===== config.mk =====
export PLATFORM = sky130hd
export DESIGN_NAME = padb_bridge
export DESIGN_NICKNAME = d
export VERILOG_FILES = /design/src/rtl/padb_pkg.sv /design/src/rtl/padb_mst_half.sv /design/src/rtl/padb_bridge.sv
export VERILOG_INCLUDE_DIRS = /design/src /design/src/rtl
export SDC_FILE = /design/constraint.sdc
export NUM_CORES = 1
export LEC_CHECK = 0
export ABC_AREA = 1
export BUFFER_PORTS_ARGS = -buffer_cell sky130_fd_sc_hd__buf_2
export CAP_MARGIN = 20
export CORE_MARGIN = 3
export CORE_UTILIZATION = 56
export CTS_CLUSTER_DIAMETER = 100
export DETAILED_ROUTE_END_ITERATION = 10
export PLACE_DENSITY = 0.94
export SLEW_MARGIN = 15
export SYNTH_ARGS = -nofsm -noshare
export SYNTH_HDL_FRONTEND = slang
export SYNTH_SLANG_ARGS = --single-unit

===== constraint.sdc =====
create_clock -name clk_sys -period 3.5 [get_ports clk_sys]
set_clock_uncertainty 0.2 [all_clocks]
set_input_delay 0.7 -clock clk_sys [delete_from_list [all_inputs] [get_ports clk_sys]]
set_output_delay 0.7 -clock clk_sys [all_outputs]
set_load 0.02 [all_outputs]

===== src/rtl/padb_map.svh =====
/*
  Constants of the power aware domain bridge: widths, reset values and field limits.
  Assumes inclusion by bare name from each bridge file; holds definitions only.
*/
`ifndef PADB_MAP_SVH
`define PADB_MAP_SVH

// Width of a transaction address and of a data word.
`define PADB_ADDR_W 32
`define PADB_DATA_W 32
// Width of the open-transaction counter.
`define PADB_CNT_W 4
// Counter value at which the bridge is idle.
`define PADB_CNT_IDLE 4'h0
// Reset value of the clamped crossing lines and of data registers.
`define PADB_CLAMP_LVL 1'b0
`define PADB_DATA_RST 32'h0000_0000
`define PADB_ADDR_RST 32'h0000_0000

`endif


===== src/rtl/padb_pkg.sv =====
/*
  Types of the power aware domain bridge: state encodings of both halves.
  Assumes the map header is compiled alongside for the numeric constants.
*/
package padb_pkg;

  // Slave half: idle, waiting for the far half, holding an answer upstream.
  typedef enum logic [1:0] {
    PADB_S_IDLE = 2'b00,
    PADB_S_WAIT = 2'b01,
    PADB_S_RESP = 2'b10
  } padb_slv_state_e;

  // Master half: idle, issuing downstream, awaiting answer, acknowledging.
  typedef enum logic [1:0] {
    PADB_M_IDLE  = 2'b00,
    PADB_M_ISSUE = 2'b01,
    PADB_M_WRSP  = 2'b10,
    PADB_M_ACK   = 2'b11
  } padb_mst_state_e;

endpackage


===== src/rtl/padb_mst_half.sv =====
/*
  Master-side half of the bridge: takes a held request from the slave half over a
  four-phase level handshake and runs it on the downstream bus.
  Assumes the slave half holds its payload stable while its request line is high.
*/
`include "padb_map.svh"

module padb_mst_half
  import padb_pkg::*;
(
  input  wire logic                    clk_sys,
  input  wire logic                    rst_mst,
  input  wire logic                    ce_mst,
  input  wire logic                    slv_pwr_ok,
  input  wire logic                    x_req,
  input  wire logic                    x_write,
  input  wire logic [`PADB_ADDR_W-1:0] x_addr,
  input  wire logic [`PADB_DATA_W-1:0] x_wdata,
  output logic                         x_ack,
  output logic                         x_err,
  output logic      [`PADB_DATA_W-1:0] x_rdata,
  output logic                         dn_req_valid,
  input  wire logic                    dn_req_ready,
  output logic                         dn_req_write,
  output logic      [`PADB_ADDR_W-1:0] dn_req_addr,
  output logic      [`PADB_DATA_W-1:0] dn_req_wdata,
  input  wire logic                    dn_rsp_valid,
  output logic                         dn_rsp_ready,
  input  wire logic                    dn_rsp_err,
  input  wire logic [`PADB_DATA_W-1:0] dn_rsp_rdata
);

  padb_mst_state_e             state;
  padb_mst_state_e             next_state;
  logic                        req_m1;
  logic                        req_s;
  logic                        next_dn_req_valid;
  logic                        next_dn_rsp_ready;
  logic                        next_dn_req_write;
  logic [`PADB_ADDR_W-1:0]     next_dn_req_addr;
  logic [`PADB_DATA_W-1:0]     next_dn_req_wdata;
  logic                        next_x_ack;
  logic                        next_x_err;
  logic [`PADB_DATA_W-1:0]     next_x_rdata;
  logic                        req_clamped;

  // A powered-off slave half must read here as an idle request line.
  assign req_clamped = x_req & slv_pwr_ok;

  // Request line enters this domain through two flip-flops.
  always_ff @(posedge clk_sys) begin
    if (rst_mst) begin
      req_m1 <= `PADB_CLAMP_LVL;
      req_s  <= `PADB_CLAMP_LVL;
    end else begin
      req_m1 <= req_clamped;
      req_s  <= req_m1;
    end
  end

  // Next state of the downstream sequencer; bus handshakes are honoured on every edge.
  always_comb begin
    next_state        = state;
    next_dn_req_valid = dn_req_valid;
    next_dn_rsp_ready = dn_rsp_ready;
    next_dn_req_write = dn_req_write;
    next_dn_req_addr  = dn_req_addr;
    next_dn_req_wdata = dn_req_wdata;
    next_x_ack        = x_ack;
    next_x_err        = x_err;
    next_x_rdata      = x_rdata;
    case (state)
      PADB_M_IDLE: begin
        if (ce_mst && req_s) begin
          next_state        = PADB_M_ISSUE;
          next_dn_req_valid = 1'b1;
          next_dn_req_write = x_write & slv_pwr_ok;
          next_dn_req_addr  = x_addr & {`PADB_ADDR_W{slv_pwr_ok}};
          next_dn_req_wdata = x_wdata & {`PADB_DATA_W{slv_pwr_ok}};
        end
      end
      PADB_M_ISSUE: begin
        if (dn_req_ready) begin
          next_state        = PADB_M_WRSP;
          next_dn_req_valid = 1'b0;
          next_dn_rsp_ready = 1'b1;
        end
      end
      PADB_M_WRSP: begin
        if (dn_rsp_valid) begin
          next_state        = PADB_M_ACK;
          next_dn_rsp_ready = 1'b0;
          next_x_err        = dn_rsp_err;
          next_x_rdata      = dn_rsp_rdata;
          next_x_ack        = 1'b1;
        end
      end
      PADB_M_ACK: begin
        if (ce_mst && !req_s) begin
          next_state = PADB_M_IDLE;
          next_x_ack = 1'b0;
        end
      end
      default: begin
        next_state = PADB_M_IDLE;
      end
    endcase
  end

  // Registers of the master half, cleared by its own reset only.
  always_ff @(posedge clk_sys) begin
    if (rst_mst) begin
      state        <= PADB_M_IDLE;
      dn_req_valid <= 1'b0;
      dn_rsp_ready <= 1'b0;
      dn_req_write <= 1'b0;
      dn_req_addr  <= `PADB_ADDR_RST;
      dn_req_wdata <= `PADB_DATA_RST;
      x_ack        <= 1'b0;
      x_err        <= 1'b0;
      x_rdata      <= `PADB_DATA_RST;
    end else begin
      state        <= next_state;
      dn_req_valid <= next_dn_req_valid;
      dn_rsp_ready <= next_dn_rsp_ready;
      dn_req_write <= next_dn_req_write;
      dn_req_addr  <= next_dn_req_addr;
      dn_req_wdata <= next_dn_req_wdata;
      x_ack        <= next_x_ack;
      x_err        <= next_x_err;
      x_rdata      <= next_x_rdata;
    end
  end

endmodule // padb_mst_half


===== src/rtl/padb_bridge.sv =====
/*
  Top of the power aware domain bridge: the slave half facing the upstream master,
  the open-transaction counter and the power-down handshake, plus the master half.
  Assumes the power manager and both buses are synchronous to clk_sys; each half
  steps at its own rate set by a one-cycle enable and has its own reset.
*/
// Overview of operation
// - Bridge is split into a slave half and a master half, each self-contained.
// - Request and acknowledge lines crossing between halves pass a two-flop synchroniser; payload lines do not.
// - Halves step at independent rates and reset independently.
// - Lines from a powered-off half are clamped to defined idle values.
// - A power-down request is recorded as pending until the handshake completes.
// - New transactions while pending get an error and are not forwarded.
// - Transactions open before the request complete normally; counter tracks them.
// - Acknowledge rises once the counter is zero with a request pending.
// - Power manager shuts the interconnect only after every bridge acknowledges.
`include "padb_map.svh"

module padb_bridge
  import padb_pkg::*;
(
  input  wire logic                    clk_sys,
  input  wire logic                    rst,
  input  wire logic                    rst_mst,
  input  wire logic                    ce_slv,
  input  wire logic                    ce_mst,
  input  wire logic                    slv_pwr_ok,
  input  wire logic                    mst_pwr_ok,
  input  wire logic                    power_manager_dn_req,
  output logic                         power_manager_dn_ack,
  output logic                         dn_pending,
  output logic      [`PADB_CNT_W-1:0]  open_count,
  input  wire logic                    up_req_valid,
  output logic                         up_req_ready,
  input  wire logic                    up_req_write,
  input  wire logic [`PADB_ADDR_W-1:0] up_req_addr,
  input  wire logic [`PADB_DATA_W-1:0] up_req_wdata,
  output logic                         up_rsp_valid,
  input  wire logic                    up_rsp_ready,
  output logic                         up_rsp_err,
  output logic      [`PADB_DATA_W-1:0] up_rsp_rdata,
  output logic                         dn_req_valid,
  input  wire logic                    dn_req_ready,
  output logic                         dn_req_write,
  output logic      [`PADB_ADDR_W-1:0] dn_req_addr,
  output logic      [`PADB_DATA_W-1:0] dn_req_wdata,
  input  wire logic                    dn_rsp_valid,
  output logic                         dn_rsp_ready,
  input  wire logic                    dn_rsp_err,
  input  wire logic [`PADB_DATA_W-1:0] dn_rsp_rdata
);

  padb_slv_state_e             state;
  padb_slv_state_e             next_state;
  logic                        x_req;
  logic                        x_write;
  logic [`PADB_ADDR_W-1:0]     x_addr;
  logic [`PADB_DATA_W-1:0]     x_wdata;
  logic                        x_ack;
  logic                        x_err;
  logic [`PADB_DATA_W-1:0]     x_rdata;
  logic                        ack_clamped;
  logic                        ack_m1;
  logic                        ack_s;
  logic                        accept;
  logic                        forwarded;
  logic                        fwd_open;
  logic                        next_fwd_open;
  logic                        next_x_req;
  logic                        next_x_write;
  logic [`PADB_ADDR_W-1:0]     next_x_addr;
  logic [`PADB_DATA_W-1:0]     next_x_wdata;
  logic                        next_up_req_ready;
  logic                        next_up_rsp_valid;
  logic                        next_up_rsp_err;
  logic [`PADB_DATA_W-1:0]     next_up_rsp_rdata;
  logic                        done;
  logic [`PADB_CNT_W-1:0]      next_open_count;
  logic                        next_dn_pending;
  logic                        next_power_manager_dn_ack;

  // Master half lives in its own reset and power domain.
  padb_mst_half u_mst (
    .clk_sys      (clk_sys),
    .rst_mst      (rst_mst),
    .ce_mst       (ce_mst),
    .slv_pwr_ok   (slv_pwr_ok),
    .x_req        (x_req),
    .x_write      (x_write),
    .x_addr       (x_addr),
    .x_wdata      (x_wdata),
    .x_ack        (x_ack),
    .x_err        (x_err),
    .x_rdata      (x_rdata),
    .dn_req_valid (dn_req_valid),
    .dn_req_ready (dn_req_ready),
    .dn_req_write (dn_req_write),
    .dn_req_addr  (dn_req_addr),
    .dn_req_wdata (dn_req_wdata),
    .dn_rsp_valid (dn_rsp_valid),
    .dn_rsp_ready (dn_rsp_ready),
    .dn_rsp_err   (dn_rsp_err),
    .dn_rsp_rdata (dn_rsp_rdata)
  );

  // A powered-off master half reads here as a low acknowledge line.
  assign ack_clamped = x_ack & mst_pwr_ok;

  // Acknowledge line enters the slave domain through two flip-flops.
  always_ff @(posedge clk_sys) begin
    if (rst) begin
      ack_m1 <= `PADB_CLAMP_LVL;
      ack_s  <= `PADB_CLAMP_LVL;
    end else begin
      ack_m1 <= ack_clamped;
      ack_s  <= ack_m1;
    end
  end

  // Handshakes on the upstream bus are honoured on every edge, independent of ce_slv.
  assign accept = up_req_valid & up_req_ready;
  assign done   = up_rsp_valid & up_rsp_ready;
  assign forwarded = accept & ~dn_pending;

  // Next state of the slave half sequencer.
  always_comb begin
    next_state        = state;
    next_fwd_open     = fwd_open;
    next_x_req        = x_req;
    next_x_write      = x_write;
    next_x_addr       = x_addr;
    next_x_wdata      = x_wdata;
    next_up_rsp_valid = up_rsp_valid;
    next_up_rsp_err   = up_rsp_err;
    next_up_rsp_rdata = up_rsp_rdata;
    case (state)
      PADB_S_IDLE: begin
        if (accept && dn_pending) begin
          next_state        = PADB_S_RESP;
          next_fwd_open     = 1'b0;
          next_up_rsp_valid = 1'b1;
          next_up_rsp_err   = 1'b1;
          next_up_rsp_rdata = `PADB_DATA_RST;
        end else if (accept) begin
          next_state    = PADB_S_WAIT;
          next_fwd_open = 1'b1;
          next_x_req    = 1'b1;
          next_x_write  = up_req_write;
          next_x_addr   = up_req_addr;
          next_x_wdata  = up_req_wdata;
        end
      end
      PADB_S_WAIT: begin
        if (ce_slv && ack_s) begin
          next_state        = PADB_S_RESP;
          next_x_req        = 1'b0;
          next_up_rsp_valid = 1'b1;
          next_up_rsp_err   = x_err & mst_pwr_ok;
          next_up_rsp_rdata = x_rdata & {`PADB_DATA_W{mst_pwr_ok}};
        end
      end
      PADB_S_RESP: begin
        if (done) begin
          next_state        = PADB_S_IDLE;
          next_fwd_open     = 1'b0;
          next_up_rsp_valid = 1'b0;
        end
      end
      default: begin
        next_state = PADB_S_IDLE;
      end
    endcase
    // Ready rises on an own step only, once the far half has dropped its acknowledge.
    next_up_req_ready = up_req_ready & ~accept;
    if (ce_slv && next_state == PADB_S_IDLE && !ack_s && !accept) begin
      next_up_req_ready = 1'b1;
    end
  end

  // Registers of the slave half sequencer.
  always_ff @(posedge clk_sys) begin
    if (rst) begin
      state        <= PADB_S_IDLE;
      fwd_open     <= 1'b0;
      x_req        <= 1'b0;
      x_write      <= 1'b0;
      x_addr       <= `PADB_ADDR_RST;
      x_wdata      <= `PADB_DATA_RST;
      up_req_ready <= 1'b0;
      up_rsp_valid <= 1'b0;
      up_rsp_err   <= 1'b0;
      up_rsp_rdata <= `PADB_DATA_RST;
    end else begin
      state        <= next_state;
      fwd_open     <= next_fwd_open;
      x_req        <= next_x_req;
      x_write      <= next_x_write;
      x_addr       <= next_x_addr;
      x_wdata      <= next_x_wdata;
      up_req_ready <= next_up_req_ready;
      up_rsp_valid <= next_up_rsp_valid;
      up_rsp_err   <= next_up_rsp_err;
      up_rsp_rdata <= next_up_rsp_rdata;
    end
  end

  // Open-transaction count and the power-down handshake with the power manager.
  always_comb begin
    next_open_count = open_count;
    if (forwarded && !(done && fwd_open)) begin
      next_open_count = open_count + `PADB_CNT_W'(1);
    end else if (done && fwd_open && !forwarded) begin
      next_open_count = open_count - `PADB_CNT_W'(1);
    end
    // Pending is set by the request and cleared only after it was acknowledged and dropped.
    next_dn_pending = dn_pending;
    if (power_manager_dn_req) begin
      next_dn_pending = 1'b1;
    end else if (power_manager_dn_ack) begin
      next_dn_pending = 1'b0;
    end
    // Acknowledge tells the power manager the attached party may be shut down.
    next_power_manager_dn_ack = next_dn_pending && (next_open_count == `PADB_CNT_IDLE);
  end

  // Registers of the counter and the power-down handshake.
  always_ff @(posedge clk_sys) begin
    if (rst) begin
      open_count           <= `PADB_CNT_IDLE;
      dn_pending           <= 1'b0;
      power_manager_dn_ack <= 1'b0;
    end else begin
      open_count           <= next_open_count;
      dn_pending           <= next_dn_pending;
      power_manager_dn_ack <= next_power_manager_dn_ack;
    end
  end

endmodule // padb_bridge


* Word-level counts from Yosys, hierarchy flattened
Index checks and enable logic that the tools add are counted.
Storage, ports and cells: input port bits 110, word-level logic and storage cells 133, output and inout bits 108, register bits 217
Cells by class: muxes and demuxes 39, add/sub/neg operators 2, reductions and logical operators 37, equality and inequality tests 15, bitwise gates (word level) 14
Operators with widths (count):
- bitwise AND 32 bit | 3
- 2-to-1 mux 32 bit | 2
- case mux 32 bit (2 select lines) | 1
- AND reduction 3 bit | 6
- 2-to-1 mux 1 bit | 17
- 2-to-1 mux 2 bit | 8
- inequality test 2 bit (second input constant) | 7
- case mux 1 bit (2 select lines) | 6
- AND reduction 4 bit | 3
- logical AND 1 bit | 11
- nonzero test 2 bit | 5
- bitwise AND 1 bit | 8
- 2-to-1 mux 4 bit | 2
- case mux 2 bit (4 select lines) | 1
- == test 2 bit (second input constant) | 3
- zero test 2 bit | 3
- case mux 2 bit (3 select lines) | 1
- zero test 1 bit | 5
- adder 4 x 1 -> 4 bit (second input constant) | 1
- == test 2 x 1 -> 1 bit (second input constant) | 2
- zero test 4 bit | 1
- inequality test 2 x 1 -> 1 bit (second input constant) | 2
- AND reduction 2 bit | 2
- subtractor 4 x 1 -> 4 bit (second input constant) | 1
- other kinds (4) | 6

* Longest topological paths before layout
Gate-level depths: netlist (run 1).
depth in word-level cells 9, mapped depth 9, depth with buffers taken out 9

* Cells and area by module
A second synthesis (run 1) with hierarchy kept.
Unflattened totals: cells, all modules 1031, area total of the unflattened synthesis 8505.7 sq um
Modules (own cells, without submodules):
- padb_bridge | times used 1, cells an instance 536, seq. area each 2242.2 sq um, area an instance 4439.3 sq um
- padb_mst_half | times used 1, cells an instance 495, seq. area each 2102.0 sq um, area an instance 4066.4 sq um

* Least setup slack after synthesis (run 1)
No wires, ideal clock.
path kind input to register, start in ce_mst, end reg u_mst.dn_req_addr[10], data required time 3.168 ns, slack 1.773 ns, path buffers 2, cell stages on the path 7, arrival 1.395 ns, library setup time 0.132 ns, cell sequence nand2_1 > nor2_1 > inv_1 > buf_2 > buf_2 > nand2_1 > a21oi_1
Between the ends: longest elaborated chain between the ends 2
RTL lines:
- start, declared | RTL line padb_bridge.sv:26 | input wire logic ce_mst,
- logical AND 1 bit | RTL line padb_mst_half.sv:74 | if (ce_mst && req_s) begin
- AND reduction 2 bit (no line)
- end signal, assigned | RTL line padb_mst_half.sv:117 | dn_req_addr <= `PADB_ADDR_RST;
- end signal, assigned | RTL line padb_mst_half.sv:127 | dn_req_addr <= next_dn_req_addr;
- end, declared | RTL line padb_mst_half.sv:25 | output logic [`PADB_ADDR_W-1:0] dn_req_addr,
Every way passes these cells. A chain may end at the register's enable or synchronous reset.

* Worst setup path after layout (run 1)
start reg up_req_ready, end reg up_rsp_rdata[26]
Between the ends: longest elaborated chain between the ends 4
RTL lines:
- start, declared | RTL line padb_bridge.sv:34 | output logic up_req_ready,
- start signal, assigned | RTL line padb_bridge.sv:200 | up_req_ready <= next_up_req_ready;
- bitwise AND 1 bit | RTL line padb_bridge.sv:121 | assign accept = up_req_valid & up_req_ready;
- logical AND 1 bit | RTL line padb_bridge.sv:138 | if (accept && dn_pending) begin
- inequality test 2 bit (no line)
- AND reduction 3 bit (no line)
- end signal, assigned | RTL line padb_bridge.sv:192 | up_rsp_rdata <= `PADB_DATA_RST;
- end signal, assigned | RTL line padb_bridge.sv:203 | up_rsp_rdata <= next_up_rsp_rdata;
- end, declared | RTL line padb_bridge.sv:41 | output logic [`PADB_DATA_W-1:0] up_rsp_rdata,
Every way passes these cells.

==> run metrics, run 1 <==
layout cells sized above 1 22.8%; 1st-iter DRT viols 775; Slew Limit Headroom 39.7%; critical path's slowest cell nand2_2; 1st-pass router iterations 7; critical path arrival 2340 ps; Reg clk slew, reported paths 60 ps; Mean Syn Cell Area 7.82 µm²; fin. max-slew vios 0; commonest non-fill, non-tap cell in the layout nor2_1; crit path capture type flop; RSZ-0062 raised after global routing false; die footprint 15700 µm²; hpwl dp 13500 µm; Worst EP required 3660 ps; Remaining DRCs 0; antenna violations before repair 3; mean routed wirelength per cell 14.9 µm; min Tclk post-route 2180 ps; clk sinks 217; Yosys cell types 28; worst skew pair latency 480 ps; final WL 20900 µm; Max clock buf depth 3; row count 43; commonest non-fill, non-tap cells in the layout 254 x nor2_1, 217 x dfxtp_1, 217 x buf_2; syn_nets 1138; Die Wd 125 µm; Final ANT Viol Nets 0; type of origin of the critical path flop; Pwr per Cell Area 530 nW/µm²; worst vdd ir 505 µV; Syn. warnings 0; vias per cell 5.49; CTS Buf Count 21; synthesized instance count 1022; PortBufs 217; Initial Utilization 57.3%; r2r setup slk 1320 ps; global-route wire length before repair 33800 µm; vias in the first global route 7107; Die Ht 125 µm; Setup CP Type flop to flop; Worst Path Buf+Inv 2; htree depth 1; endpoints failing hold 0; slowest stage delay, CP 460 ps; post-CTS sizing 0; final period utilization 62.4%; P_leak 4.37 nW; Final setup viols 0; GR Util All Layers 25.1%; Hold Path Class flop to flop; CTS Hold Bufs 0; Worst-Margin Slew 903 ps; Post-Syn Area 7990 µm²; Worst Path Max Fanout 36; via count 7661; Tot Pwr 0.00514 W; core outline area 13900 µm²; Setup TNS 0 ps; CTS tree built; Top Family by Delay on Critical Path simple AND/OR/NAND/NOR gates; Layout area overhead 21.5%; sequential-to-total area share from yosys stat 54.4%; status finished clean; IO Count 218; largest net degree at the start of global routing 71; FF+latch count, synth 217; final net count 1318; achievable clock frequency 0.458 GHz; maximum capacitance violations 0; gpl congestion 0.871; clock root cell clkbuf_16; GR Overflow Total 0; CP cell instances nand2_2, inv_2, nand3_1, nand2_2, inv_2, a21oi_1, nor2_1; postcts setup bufs 0
[sequential cells by signal, indices dropped and copies added (netlist names), 2 cells and up]
name / count
x_addr: 32
open_count: 4
up_rsp_rdata: 32
u_mst.x_rdata: 32
u_mst.dn_req_wdata: 32
x_wdata: 32
u_mst.dn_req_addr: 32
u_mst.state: 2
state: 2
[power by group]
part	internal [W]	switching, W	total (W)	leakage [nW]
Sequential	0.00256	0.0000508	0.00261	1.76
Clock	0.00127	0.000874	0.00214	0.329
Combinational	0.000137	0.000251	0.000388	2.29
Total	0.00396	0.00118	0.00514	4.37
[cell families after synthesis]
family                     count (synthesis)  share of synthesized area, %
and+or+nand+nor                          444                          22.6
AOI/OAI and AO/OA                        251                          15.9
DFF                                      217                          54.4
buffers and inverters                    103                          6.16
adders and majority gates                  6                         0.940
xor gates and xnor gates                   1                         0.110
[cell type report]
cell class | count | area [µm²]
sequential | 217 | 4340
tap | 180 | 225
multi-input combinational | 702 | 3160
clock inverter | 2 | 10.0
timing repair buffer | 229 | 1190
inverter | 31 | 116
clock buffer | 33 | 651
antenna | 2 | 5.00
fill | 1070 | 4230
[path summary, 6_finish.rpt]
kind,start,endpoint,cells after the start
setup / recovery,up_req_ready,up_rsp_rdata[26],7
hold / removal,u_mst.req_m1,u_mst.req_s,2
setup reg to reg,up_req_ready,up_rsp_rdata[26],7
hold reg to reg,u_mst.req_m1,u_mst.req_s,2
[layer usage]
metal / part of all wire [%] / up-vias / track usage, % / routed length [µm]
met3: 8.6 / 55 / 4.78 / 1790
met2: 48 / 371 / 42.1 / 10100
met5: 0.086 / - / 0 / 18
met4: 2.9 / 2 / 8.86 / 614
met1: 40 / 3529 / 32.6 / 8360
li1: - / 3704 / - / -
[cells in the mapped netlist]
cell        n  share of area (%)
clkinv_1    1              0.047
a21oi_2     1               0.11
buf_2      20                1.3
nand3_1    76                4.8
nor2_2      1              0.078
nand3_2     1               0.13
nand2_2     2               0.16
ha_1        6               0.94
o221ai_1    1               0.11
nor2_1    256                 12
buf_4       7               0.66
nand3b_1    1              0.094
inv_2       6               0.28
or2_2       1              0.078
clkbuf_1   35                1.6
o21ai_1    19                1.2
o21ai_0   119                7.5
a21oi_1   110                6.9
buf_6       7               0.99
clkbuf_2    1              0.063
nor2_4      2               0.28
nand4_1     2               0.16
nand2_1   102                4.8
a211oi_1    1              0.094
dfxtp_1   217                 54
xor2_1      1               0.11
buf_1       2              0.094
inv_1      24                1.1
[worst reg2reg max path: stages (launching register included)]
cell and delay [ps]:
dfxtp_1 410, nand2_2 140, inv_2 60, nand3_1 80
nand2_2 460, inv_2 420, a21oi_1 240, nor2_1 60
[through the flow]
stage | utilization, % | worst slack (ps) | cells | area (µm²) | hold slack [ps]
floorplan | - | 1770 | 1022 | 7990 | 188
global placement | 64.8 | 1050 | 1359 | 9040 | 192
detailed placement | 64.8 | 981 | 1359 | 9040 | 194
CTS | 69.6 | 1350 | 1394 | 9700 | 203
global route | 69.6 | 1090 | 1396 | 9700 | 243
finish | 69.6 | 1320 | 1396 | 9700 | 202
Power figures use the tool's default switching activity.
==> run 2, diff against run 1 <==
--- a/config.mk
+++ b/config.mk
@@ -6,14 +6,14 @@
 export SDC_FILE = /design/constraint.sdc
 export NUM_CORES = 1
 export LEC_CHECK = 0
-export ABC_AREA = 1
+export ABC_AREA = 0
 export BUFFER_PORTS_ARGS = -buffer_cell sky130_fd_sc_hd__buf_2
 export CAP_MARGIN = 20
 export CORE_MARGIN = 3
-export CORE_UTILIZATION = 56
+export CORE_UTILIZATION = 52
 export CTS_CLUSTER_DIAMETER = 100
 export DETAILED_ROUTE_END_ITERATION = 10
-export PLACE_DENSITY = 0.94
+export PLACE_DENSITY = 0.88
 export SLEW_MARGIN = 15
 export SYNTH_ARGS = -nofsm -noshare
 export SYNTH_HDL_FRONTEND = slang
==> constraint.sdc (replaced) <==
create_clock -name clk_sys -period 2.21 [get_ports clk_sys]
set_clock_uncertainty 0.2 [all_clocks]
set_input_delay 0.442 -clock clk_sys [delete_from_list [all_inputs] [get_ports clk_sys]]
set_output_delay 0.442 -clock clk_sys [all_outputs]
set_load 0.02 [all_outputs]
==> run 2 against run 1 <==
Compared with the run above: clock-buffer cell count fell by 5; clock power rose by 69%; synthesized cell count fell by 3.7%; sequential power rose by 58%; setup slack got worse by 1000 ps; hold slack got worse by 200 ps; final area rose by 9.3%; critical path depth fell by 2; largest power group unchanged.
==> run metrics, run 2 <==
slowest stage delay, CP 590 ps (+130 ps); final period utilization 86.3% (+24 points); r2r setup slk 300 ps (-1020 ps); RSZ-0062 raised after global routing false; global-route wire length before repair 36000 µm (+6.3%); Top FF cell, synth dfxtp_1; Max clock buf depth 3 (unchanged); Final ANT Viol Nets 0 (unchanged); Slew Limit Headroom 68.1% (+28 points); core outline area 14700 µm² (+5.5%); Hold Path End x_wdata[1]; Worst-Margin Slew 478 ps (-425 ps); row count 44 (+2.3%); commonest non-fill, non-tap cell in the layout nand2_1; sequential-to-total area share from yosys stat 55.0% (+0.65 points); Hold Path Class input port to flop; main combinational cell family by area after synthesis simple AND/OR/NAND/NOR gates; post-CTS sizing 0 (unchanged); Layout area overhead 34.3%; P_leak 4.21 nW (-3.7%); mux contribution to synthesized area 0.396% (+0.40 points); FILL cells 1056 (-1.3%); synthesized instance count 984 (-3.7%); GR Util All Layers 26.1% (+0.99 points); most common cell in the netlist nand2_1; Mean Syn Cell Area 8.02 µm² (+2.6%); endpoints failing hold 0 (unchanged); 1st-pass router iterations 6 (-1); die footprint 16700 µm² (+6.1%); IO Count 218 (unchanged); Post-Syn Area 7890 µm² (-1.2%); htree depth 1 (unchanged); Reg-to-Reg End x_addr[6]; Top Family by Delay on Critical Path simple AND/OR/NAND/NOR gates; Final setup viols 0 (unchanged); CTS Hold Bufs 76 (+76); final WL 22800 µm (+9.2%); Hold Crit Start up_req_wdata[1]; Die Ht 129 µm (+3.0%); WHS 3.58 ps (-198 ps); achievable clock frequency 0.524 GHz (+14%); commonest non-fill, non-tap cells in the layout 307 x nand2_1, 217 x dfxtp_1, 215 x buf_2; maximum capacitance violations 0 (unchanged); most common library cells after synthesis 307 x nand2_1, 217 x dfxtp_1, 208 x a21oi_1; crit path capture type flop; reg2reg path depth 5 (-2); hpwl dp 12900 µm (-4.3%); Pwr per Cell Area 814 nW/µm² (+54%); Initial Utilization 53.7% (-3.6 points); postcts setup bufs 0 (unchanged); CTS tree built; Synth Area in Simple Gates 23.9% (+1.4 points); Die Wd 129 µm (+3.0%); Worst Path Max Fanout 68 (+89%); worst vdd ir 550 µV (+8.9%); Synth top area share 55.0% (+0.65 points); FF+latch count, synth 217 (unchanged); Compound-Gate Fraction of Synth Area 14.7% (-1.2 points); Remaining DRCs 0 (unchanged); PortBufs 217 (unchanged); Post-synth EDFFs 0 (unchanged); 1st-iter DRT viols 590 (-24%); clock root cell clkbuf_16; placed instance count 1325 (-2.5%); via count 7963 (+3.9%); GR Overflow Total 0 (unchanged); Worst R2R Start up_req_ready; Worst Hold Depth 3 (+1); Worst Path Buf+Inv 1 (-1); critical path's slowest cell or4_2; clk sinks 217 (unchanged); largest net degree at the start of global routing 69 (-2.8%); final net count 1358 (+3.0%); vias per cell 5.52 (+0.56%); Yosys cell types 41 (+46%); Setup CP Type flop to flop; Reg clk slew, reported paths 60 ps (about the same); post-layout util 72.1% (+2.5 points); min Tclk post-route 1910 ps (-274 ps); gpl congestion 0.781 (-10%); CP cell instances nand2_2, or4_2, buf_12, nand2_1, a21oi_1; type of origin of the critical path flop; fin. max-slew vios 0 (unchanged); FFs w/ async S/R, synth 0% (unchanged); antenna violations before repair 3 (unchanged); vias in the first global route 7500 (+5.5%); CTS Buf Count 23 (+9.5%); worst skew pair latency 490 ps (about the same); Yosys top cell by area dfxtp_1; Syn. warnings 0 (unchanged); mean routed wirelength per cell 15.8 µm (+5.6%); Setup TNS 0 ps (unchanged); Finished Layout Cells 1443 (+3.4%); syn_nets 1100 (-3.3%); post-synthesis xor/xnor area fraction 0.222% (+0.11 points); critical path arrival 2080 ps (-260 ps); main area contributors after synthesis dfxtp_1 55%, nand2_1 15%, a21oi_1 13%, nand3_1 6.4%, clkbuf_1 2.4%; Worst EP required 2380 ps (-1280 ps); Post-Synth Adder-Cell Area 0.951% (+0.011 points); layout cells sized above 1 22.3% (-0.51 points); status finished clean
[run 2: cell types whose count changed in the layout (fill, tap and decap cells not counted), sizes merged, moves of 4 or more]
cell / previous run / this run
clkbuf: 33 / 28
o21ai: 138 / 4
buf: 229 / 235
clkinv: 3 / 7
dlygate4sd3: 0 / 76
nor2: 259 / 14
a21oi: 111 / 209
nor2b: 0 / 5
nand2: 104 / 308
nand3: 77 / 101
inv: 30 / 8
[run 2: power breakdown]
group / leakage (nW) / internal [W] / switching, W
sequential: 1.75 / 0.00405 / 0.0000845
combinational: 2.11 / 0.000380 / 0.000498
clock: 0.351 / 0.00214 / 0.00147
total: 4.21 / 0.00657 / 0.00206
[run 2: stage by stage]
step                setup slack (ps)  total power (W)  area [µm²]
floorplan                        375          0.00469        7890
global placement                 223          0.00495        9130
detailed placement               209          0.00497        9130
CTS                              342          0.00868       10600
global route                     214          0.00894       10600
finish                           302          0.00863       10600
[run 2: final cells by class]
class / count / area, µm² / area share, %
Tap cell: 184 / 230 / 2.17
Antenna cell: 4 / 10.0 / 0.0944
Clock inverter: 10 / 106 / 1.00
Multi-Input combinational cell: 682 / 3190 / 30.1
Sequential cell: 217 / 4340 / 41.0
Timing Repair Buffer: 311 / 2100 / 19.8
Inverter: 7 / 26.3 / 0.248
Clock buffer: 28 / 594 / 5.61
[run 2: worst max-delay path by stage]
stage                       startpoint                to  slack [ps]  cells after the start
final                     up_req_ready         x_addr[6]         300                      5
after floorplan           up_req_ready        x_addr[10]         380                      7
after global placement    up_req_valid       x_wdata[19]         220                      6
after CTS                 up_req_ready       x_wdata[17]         340                      5
after global routing        dn_pending  up_rsp_rdata[25]         210                      6
after detailed placement  up_req_valid       x_wdata[28]         210                      6
[run 2: metal layers]
metal	vias up	GRT usage (%)	share of wire [%]
li1	3790	-	-
met1	3715	30.8	38
met2	356	45.0	50
met3	102	4.74	6.2
met4	0	14.3	5.5
met5	-	0	0
[run 2: worst min-delay path, delay by kind of cell]
| kind | cells | cell delay, ps |
|---|---|---|
| AO/OA/AOI/OAI | 1 | 50 |
| AND/OR/NAND/NOR | 1 | 50 |
| buffers and inverters | 1 | 100 |
[run 2: logic make-up (layout without fill, tap and decap cells)]
group                      count (synthesis)  after routing
buffers and inverters                     85            356
xor gates and xnor gates                   2              2
muxes                                      3              3
other                                      0              4
adders and majority gates                  6              6
DFF                                      217            217
AOI/OAI and AO/OA                        224            224
and+or+nand+nor                          447            447
